## src/verilog/oc_fault_pkg.sv

```systemverilog
package oc_fault_pkg;

    // command code and byte layout of the response byte
    localparam logic [7:0] CMD_OC_ACTION      = 8'h47;
    localparam logic [7:0] OC_ACTION_RESET    = 8'h00;
    localparam int         RESP_MSB           = 7;
    localparam int         RESP_LSB           = 6;
    localparam int         RETRY_MSB          = 5;
    localparam int         RETRY_LSB          = 3;
    localparam int         DELAY_MSB          = 2;
    localparam int         DELAY_LSB          = 0;

    // response encodings
    localparam logic [1:0] RESP_LIMIT_FOREVER = 2'h0;
    localparam logic [1:0] RESP_UNSUPPORTED   = 2'h1;
    localparam logic [1:0] RESP_LIMIT_DELAY   = 2'h2;
    localparam logic [1:0] RESP_SHUTDOWN      = 2'h3;

    // retry encodings
    localparam logic [2:0] RETRY_NONE         = 3'h0;
    localparam logic [2:0] RETRY_FOREVER      = 3'h7;

    // timing
    localparam int         CLK_HZ             = 10_000_000;
    localparam int         TICK_MS            = 1;
    localparam int         TICK_CYCLES        = (CLK_HZ / 1000) * TICK_MS;
    localparam int         DELAY_UNIT_MS      = 16;
    localparam int         DELAY_UNIT_TICKS   = DELAY_UNIT_MS / TICK_MS;

    typedef enum logic [2:0]
    {
        ST_OFF   = 3'h0,
        ST_RUN   = 3'h1,
        ST_LIMIT = 3'h2,
        ST_DELAY = 3'h3,
        ST_LATCH = 3'h4,
        ST_RETRY = 3'h5
    } oc_state_t;

endpackage

```

## src/verilog/overcurrent_fault_response.sv

```systemverilog
// Overview of operation
// an 8-bit response byte per channel picks the reaction to an overcurrent fault and is accessed as one data byte.
// an overcurrent fault sets the catch-all and overcurrent status-byte flags and the iout status-word bit.
// an overcurrent fault sets the overcurrent fault flag of the iout status register.
// an overcurrent fault drives the alert line to the host unless the alert is masked.
// the status flags are set for every response encoding, including the one that keeps running.
// a set fault flag clears only on clear-faults, an off-then-on command, restore-user-all, vendor reset or power cycle.
// response 00 keeps running indefinitely with the output current held at the limit.
// response 10 keeps limiting for the programmed delay and applies the retry policy if still limiting at the end.
// response 11 disables the output at once and then applies the retry policy.
// retry 000 never restarts and the output stays off until the run pin is cycled or power is removed.
// continuous retry restarts at the retry interval until commanded off, power is lost or another fault shuts down.
// the 3-bit delay field counts 16 ms units of operation after detection before shutdown.
// the delay field is used only with the delayed-shutdown response and is ignored otherwise.
// writing an unsupported response encoding raises a communication fault.
// the byte sits at command code 0x47, is paged, read/write and defaults to 0x00.
// the host is not to program response 01 since it is unsupported.
`timescale 1ns/1ns
module overcurrent_fault_response
#(
    parameter int TICK_CYCLES    = oc_fault_pkg::TICK_CYCLES,
    parameter int RETRY_WIDTH    = 16
)
(
    // clock and reset
    input  wire logic                   mclk,
    input  wire logic                   arst_n,
    // command port
    input  wire logic                   cmd_valid,
    input  wire logic                   cmd_write,
    input  wire logic                   cmd_page_hit,
    input  wire logic [7:0]             cmd_code,
    input  wire logic [7:0]             cmd_wdata,
    output logic      [7:0]             cmd_rdata,
    output logic                        cml_fault,
    // control commands, one-cycle pulses
    input  wire logic                   clear_faults_cmd,
    input  wire logic                   restore_user_all_cmd,
    input  wire logic                   vendor_soft_reset_cmd,
    // on/off control
    input  wire logic                   run_pin,
    input  wire logic                   operation_on,
    // fault inputs
    input  wire logic                   oc_detect,
    input  wire logic                   other_fault_shutdown,
    input  wire logic [RETRY_WIDTH-1:0] retry_interval_setting,
    input  wire logic                   alert_mask,
    // power stage control
    output logic                        output_enable,
    output logic                        current_limit,
    // status
    output logic                        status_none_of_above,
    output logic                        status_iout_oc,
    output logic                        status_word_iout,
    output logic                        status_iout_oc_fault,
    output logic                        alert_n
);

    logic [7:0]             action_reg;
    logic [7:0]             action_next;
    logic [7:0]             rdata_reg;
    logic [7:0]             rdata_next;
    logic                   cml_reg;
    logic                   cml_next;
    logic                   run_meta_reg;
    logic                   run_sync_reg;
    logic                   oc_meta_reg;
    logic                   oc_sync_reg;
    logic [$clog2(TICK_CYCLES+1)-1:0] div_reg;
    logic [$clog2(TICK_CYCLES+1)-1:0] div_next;
    logic                   tick;
    oc_fault_pkg::oc_state_t state_reg;
    oc_fault_pkg::oc_state_t state_next;
    logic [7:0]             delay_reg;
    logic [7:0]             delay_next;
    logic [RETRY_WIDTH-1:0] retry_reg;
    logic [RETRY_WIDTH-1:0] retry_next;
    logic                   flag_reg;
    logic                   flag_next;
    logic                   alert_n_reg;
    logic                   alert_n_next;
    logic                   en_reg;
    logic                   en_next;
    logic                   lim_reg;
    logic                   lim_next;
    logic                   commanded_on;
    logic                   fault_event;
    logic                   turn_on;
    logic                   after_shutdown;
    oc_fault_pkg::oc_state_t shut_state;
    logic [1:0]             resp;
    logic [2:0]             retry_sel;
    logic                   access_hit;

    // pin inputs pass two flip-flops
    always_ff @(posedge mclk or negedge arst_n)
    begin
        if (!arst_n)
        begin
            run_meta_reg <= 1'b0;
            run_sync_reg <= 1'b0;
            oc_meta_reg  <= 1'b0;
            oc_sync_reg  <= 1'b0;
        end
        else
        begin
            run_meta_reg <= run_pin;
            run_sync_reg <= run_meta_reg;
            oc_meta_reg  <= oc_detect;
            oc_sync_reg  <= oc_meta_reg;
        end
    end

    assign resp         = action_reg[oc_fault_pkg::RESP_MSB:oc_fault_pkg::RESP_LSB];
    assign retry_sel    = action_reg[oc_fault_pkg::RETRY_MSB:oc_fault_pkg::RETRY_LSB];
    assign access_hit   = cmd_valid && cmd_page_hit && (cmd_code == oc_fault_pkg::CMD_OC_ACTION);
    assign commanded_on = run_sync_reg && operation_on;
    assign tick         = (div_reg == '0);

    // response byte access and communication fault
    always_comb
    begin
        action_next = action_reg;
        rdata_next  = rdata_reg;
        cml_next    = 1'b0;
        if (access_hit && cmd_write)
        begin
            if (cmd_wdata[oc_fault_pkg::RESP_MSB:oc_fault_pkg::RESP_LSB] == oc_fault_pkg::RESP_UNSUPPORTED)
            begin
                cml_next = 1'b1;
            end
            else
            begin
                action_next = cmd_wdata;
            end
        end
        else if (access_hit)
        begin
            rdata_next = action_reg;
        end
        if (restore_user_all_cmd || vendor_soft_reset_cmd)
        begin
            action_next = oc_fault_pkg::OC_ACTION_RESET;
        end
    end

    // millisecond tick divider
    always_comb
    begin
        div_next = tick ? ($bits(div_reg))'(TICK_CYCLES - 1) : div_reg - 1'b1;
    end

    // state after an output shutdown, chosen by the retry field
    always_comb
    begin
        if (retry_sel == oc_fault_pkg::RETRY_FOREVER)
        begin
            shut_state = oc_fault_pkg::ST_RETRY;
        end
        else
        begin
            shut_state = oc_fault_pkg::ST_LATCH;
        end
    end

    // fault response sequencer
    always_comb
    begin
        state_next     = state_reg;
        delay_next     = delay_reg;
        retry_next     = retry_reg;
        fault_event    = 1'b0;
        turn_on        = 1'b0;
        after_shutdown = 1'b0;
        unique case (state_reg)
            oc_fault_pkg::ST_OFF:
            begin
                if (commanded_on)
                begin
                    state_next = oc_fault_pkg::ST_RUN;
                    turn_on    = 1'b1;
                end
            end
            oc_fault_pkg::ST_RUN:
            begin
                if (oc_sync_reg)
                begin
                    fault_event = 1'b1;
                    unique case (resp)
                        oc_fault_pkg::RESP_LIMIT_DELAY:
                        begin
                            state_next = oc_fault_pkg::ST_DELAY;
                            delay_next = 8'(action_reg[oc_fault_pkg::DELAY_MSB:oc_fault_pkg::DELAY_LSB]
                                         * oc_fault_pkg::DELAY_UNIT_TICKS);
                        end
                        oc_fault_pkg::RESP_SHUTDOWN:
                        begin
                            after_shutdown = 1'b1;
                        end
                        default:
                        begin
                            state_next = oc_fault_pkg::ST_LIMIT;
                        end
                    endcase
                end
            end
            oc_fault_pkg::ST_LIMIT:
            begin
                if (!oc_sync_reg)
                begin
                    state_next = oc_fault_pkg::ST_RUN;
                end
            end
            oc_fault_pkg::ST_DELAY:
            begin
                if (!oc_sync_reg)
                begin
                    state_next = oc_fault_pkg::ST_RUN;
                end
                else if (delay_reg == 8'h00)
                begin
                    after_shutdown = 1'b1;
                end
                else if (tick)
                begin
                    delay_next = delay_reg - 8'h01;
                end
            end
            oc_fault_pkg::ST_LATCH:
            begin
                state_next = oc_fault_pkg::ST_LATCH;
            end
            oc_fault_pkg::ST_RETRY:
            begin
                if (other_fault_shutdown)
                begin
                    state_next = oc_fault_pkg::ST_LATCH;
                end
                else if (retry_reg == '0)
                begin
                    state_next = oc_fault_pkg::ST_RUN;
                end
                else if (tick)
                begin
                    retry_next = retry_reg - 1'b1;
                end
            end
            default:
            begin
                state_next = oc_fault_pkg::ST_OFF;
            end
        endcase
        if (after_shutdown)
        begin
            state_next = shut_state;
            retry_next = retry_interval_setting;
        end
        if (!commanded_on)
        begin
            state_next = oc_fault_pkg::ST_OFF;
        end
    end

    // status flags, alert and power stage outputs
    always_comb
    begin
        flag_next = flag_reg;
        if (clear_faults_cmd || restore_user_all_cmd || vendor_soft_reset_cmd || turn_on)
        begin
            flag_next = 1'b0;
        end
        if (fault_event)
        begin
            flag_next = 1'b1;
        end
        alert_n_next = !(flag_next && !alert_mask);
        en_next      = (state_next == oc_fault_pkg::ST_RUN) || (state_next == oc_fault_pkg::ST_LIMIT)
                       || (state_next == oc_fault_pkg::ST_DELAY);
        lim_next     = (state_next == oc_fault_pkg::ST_LIMIT) || (state_next == oc_fault_pkg::ST_DELAY);
    end

    always_ff @(posedge mclk or negedge arst_n)
    begin
        if (!arst_n)
        begin
            action_reg  <= oc_fault_pkg::OC_ACTION_RESET;
            rdata_reg   <= 8'h00;
            cml_reg     <= 1'b0;
            div_reg     <= '0;
            state_reg   <= oc_fault_pkg::ST_OFF;
            delay_reg   <= 8'h00;
            retry_reg   <= '0;
            flag_reg    <= 1'b0;
            alert_n_reg <= 1'b1;
            en_reg      <= 1'b0;
            lim_reg     <= 1'b0;
        end
        else
        begin
            action_reg  <= action_next;
            rdata_reg   <= rdata_next;
            cml_reg     <= cml_next;
            div_reg     <= div_next;
            state_reg   <= state_next;
            delay_reg   <= delay_next;
            retry_reg   <= retry_next;
            flag_reg    <= flag_next;
            alert_n_reg <= alert_n_next;
            en_reg      <= en_next;
            lim_reg     <= lim_next;
        end
    end

    assign cmd_rdata            = rdata_reg;
    assign cml_fault            = cml_reg;
    assign output_enable        = en_reg;
    assign current_limit        = lim_reg;
    assign status_none_of_above = flag_reg;
    assign status_iout_oc       = flag_reg;
    assign status_word_iout     = flag_reg;
    assign status_iout_oc_fault = flag_reg;
    assign alert_n              = alert_n_reg;

endmodule // overcurrent_fault_response

```

## config.mk

```make
export PLATFORM = sky130hd
export DESIGN_NAME = overcurrent_fault_response
export DESIGN_NICKNAME = d
export VERILOG_FILES = /design/src/verilog/oc_fault_pkg.sv /design/src/verilog/overcurrent_fault_response.sv
export SDC_FILE = /design/constraint.sdc
export NUM_CORES = 1
export LEC_CHECK = 0
export ABC_AREA = 1
export BUFFER_PORTS_ARGS = -buffer_cell sky130_fd_sc_hd__buf_2
export CAP_MARGIN = 20
export CORE_ASPECT_RATIO = 1.75
export CORE_UTILIZATION = 35
export DETAILED_ROUTE_END_ITERATION = 10
export PLACE_DENSITY = 0.58
export SLEW_MARGIN = 20
export SYNTH_ARGS = -nofsm -noshare
export SYNTH_HDL_FRONTEND = slang
export SYNTH_SLANG_ARGS = --single-unit
export TNS_END_PERCENT = 30
```

## constraint.sdc

```tcl
create_clock -name mclk -period 5 [get_ports mclk]
set_input_delay 1 -clock mclk [delete_from_list [all_inputs] [get_ports mclk]]
set_output_delay 1 -clock mclk [all_outputs]
set_load 0.05 [all_outputs]
```

==> impl_metrics.csv <==
group,metric,value,unit
status,outcome,"completed",
clocking,cts_made_buffers,9,
floorplanning,rows,49,
clocking,clk_pin_slew,0.05,ns
timing,rsz0062_at_grt,"false",
critical_path,cp.arrival,2.40,ns
yosys,avgSynthCellArea,7.628,µm²
power_and_ir_drop,p_leak,2.283,nW
floorplanning,io_pins,61,
placed_design,place_congestion,0.8234,
clocking,cts_tree,"done",
clocking,ctsHoldBuffers,0,
worst_hold_path,hp-class,"register to register",
final_layout,areaGrowthSynthToFinish,20.03,%
placed_design,io_buffer_count,60,
clocking,clock_latency,0.33,ns
final_layout,n_antenna_cell,0,
critical_path,cp_common_cell,"nand2_1",
grt,overflow,0,
final_layout,layout.cells.most_common,"nand2_1",
final_layout,nets,607,
critical_path,cpPeakStageDelay,0.42,ns
power_and_ir_drop,p_per_area,334.4,mW/mm²
yosys,synth_area_leaders,"dfrtp_1 (43%), nand2_1 (15%), nand3_1 (8.7%)",
power_and_ir_drop,vdd_drop_max,317.6,µV
timing,fmax,0.4680,GHz
route,wire_per_inst,12.87,µm
timing,finClkSkew,0.006083,ns
route,drt_iter0_drc,171,
floorplanning,dieHeight,139.7,µm
yosys,synth_area_leader_cell,"dfrtp_1",
power_and_ir_drop,finalPower,0.001522,W
route,ant_nets,0,
run,maxCapViolations,0,
yosys,synth.distinct_cells,36,
timing,final.min_clock_period,2.137,ns
yosys,ys_ff_latch,66,
critical_path,worst_setup_path_start_kind,"register",
placed_design,hpwlAfterDp,6.504,mm
route,route.detailed.drc,0,
clocking,cts-resized-gates,0,
yosys,synth-seq-area-share,43.60,%
critical_path,critPathSlowestCell,"dfrtp_1",
route,dr.pass1.iters,4,
critical_path,crit_family,"simple AND/OR/NAND/NOR gates",
floorplanning,core_area,0.01042,mm²
clocking,h-tree-depth,3,
final_layout,drive_gt1_share,19.75,%
yosys,netlist_instances,497,
grt,grt_use_total,17.40,%
yosys,synth_top_area_share,42.90,%
grt,grt_pass1_vias,3215,
final_layout,final_cell_mix,"nand2_1 (150), nand3_1 (66), dfrtp_1 (65)",
critical_path,endpoint_kind,"register",
clocking,clkSinkCount,66,
clocking,cts_setup_buffers,0,
critical_path,path_buf_inv,2,
timing,tightestPinTransition,0.6037,ns
clocking,clock_path_buffers,2,
timing,slew_viol_final,0,
critical_path,crit_type,"register to register",
route,totalWireLength,8.864,mm
critical_path,crit_path_max_fanout,13,
yosys,yosys_warnings,0,
critical_path,crit_required,5.26,ns
floorplanning,dieArea,0.01127,mm²
grt,grt_max_degree,47,
grt,grt_pass1_wl,15.06,mm
yosys,syn-num-nets,547,
timing,setup_viol,0,
route,vias,3323,
floorplanning,start_util,36.37,%
route,via_per_inst,4.823,
yosys,synth_area,0.003791,mm²
critical_path,crit_chain,"inv_1 -> ha_1 -> nand3_2 -> nor2_4 -> nand4_4 -> nand2_1 -> nand2_1 -> inv_1 -> nand2_1 -> nand2_1",
timing,fin_setup_tns,0,ns
clocking,clockRootBuffer,"clkbuf_16",
final_layout,largest_register_ffs,16,
timing,hold_violations,0,
floorplanning,die_w,80.68,µm
grt,antenna_found_initial,0,
timing,relSlewSlack,59.75,%
final_layout,fin_util,43.66,%
timing,min_period_over_period,42.73,%
area by class of cell:
class | instances | area, µm²
Inverter | 55 | 206.4
Clock inverter | 4 | 120.1
Multi-Input combinational cell | 363 | 1831
Sequential cell | 66 | 1653
Clock buffer | 12 | 266.5
Timing Repair Buffer | 62 | 315.3
Tap cell | 127 | 158.9
Fill cell | 1084 | 5872
metrics by stage:
stage / hold WS, ns / instance area [µm²] / setup slack [ns] / instances
2_1_floorplan: 0.3312 / 3791 / 3.023 / 497
3_3_place_gp: 0.3371 / 4164 / 2.729 / 673
3_5_place_dp: 0.3378 / 4164 / 2.634 / 673
4_1_cts: 0.3493 / 4551 / 2.824 / 689
5_1_grt: 0.3531 / 4551 / 2.644 / 689
6_report: 0.3473 / 4551 / 2.863 / 689
synthesized netlist by cell type:
library cell  instances
o21ai_2               4
nor2_1               50
nor2_4                3
o21ai_1               2
buf_2                 3
o21ai_0              25
buf_6                 4
dfrtp_1              65
xor2_1               11
or2_2                 3
nand4_4               1
dfstp_2               1
clkbuf_1              1
nor3_1                3
nand2_1             150
buf_4                 5
nand2_4               2
nor4_2                1
nand2_2               2
ha_1                  5
o31ai_1               1
nand3_4               2
inv_1                49
o21ai_4               1
xnor2_1               3
nor2_2                3
inv_2                 4
o21bai_1              2
nand3_2               6
nand3b_1              4
a21oi_1               5
clkinv_1              2
nand4_1               6
and3_1                1
and2_1                1
nand3_1              66
routing by layer:
layer | share of wire, % | global-route usage [%]
met1 | 39 | 18.62
met5 | 0 | 0
met2 | 55 | 32.16
met3 | 3.5 | 3.410
met4 | 2.0 | 7.049
worst paths after layout:
| check | start | endpoint | slack, ns | depth (start not counted) |
|---|---|---|---|---|
| min in group asynchronous | arst_n | run_meta_reg$_DFF_PN0_ | 0.62 | 1 |
| max in group asynchronous | arst_n | delay_reg[4]$_DFFE_PN0P_ | 3.40 | 2 |
| setup / recovery | div_reg[0]$_DFF_PN0_ | delay_reg[3]$_DFFE_PN0P_ | 2.86 | 10 |
| hold / removal | oc_meta_reg$_DFF_PN0_ | oc_sync_reg$_DFF_PN0_ | 0.35 | 0 |
| setup reg to reg | div_reg[0]$_DFF_PN0_ | delay_reg[3]$_DFFE_PN0P_ | 2.86 | 10 |
| hold reg to reg | oc_meta_reg$_DFF_PN0_ | oc_sync_reg$_DFF_PN0_ | 0.35 | 0 |
worst reg2reg max path: stages (launching register included):
cell     delay [ns]
dfrtp_1        0.42
inv_1          0.08
ha_1           0.20
nand3_2        0.15
nor2_4         0.24
nand4_4        0.20
nand2_1        0.11
nand2_1        0.30
inv_1          0.25
nand2_1        0.08
nand2_1        0.06
where the power goes:
| part | total, W | switching, W | internal, W |
|---|---|---|---|
| clock network | 0.000802 | 0.000224 | 0.000578 |
| logic | 0.000132 | 0.0000813 | 0.0000511 |
| registers | 0.000588 | 0.0000270 | 0.000561 |
logic make-up (layout without fill, tap and decap cells):
| family | count (synthesis) | count (layout) | synth area share, % |
|---|---|---|---|
| AND/OR/NAND/NOR | 304 | 304 | 37.23 |
| flip-flops | 66 | 66 | 43.60 |
| buffers and inverters | 68 | 133 | 8.119 |
| adder cells (fa/ha/maj) | 5 | 5 | 1.650 |
| XOR/XNOR | 14 | 14 | 3.234 |
| AO/OA/AOI/OAI | 40 | 40 | 6.172 |
(Power assumes the default switching activity.)
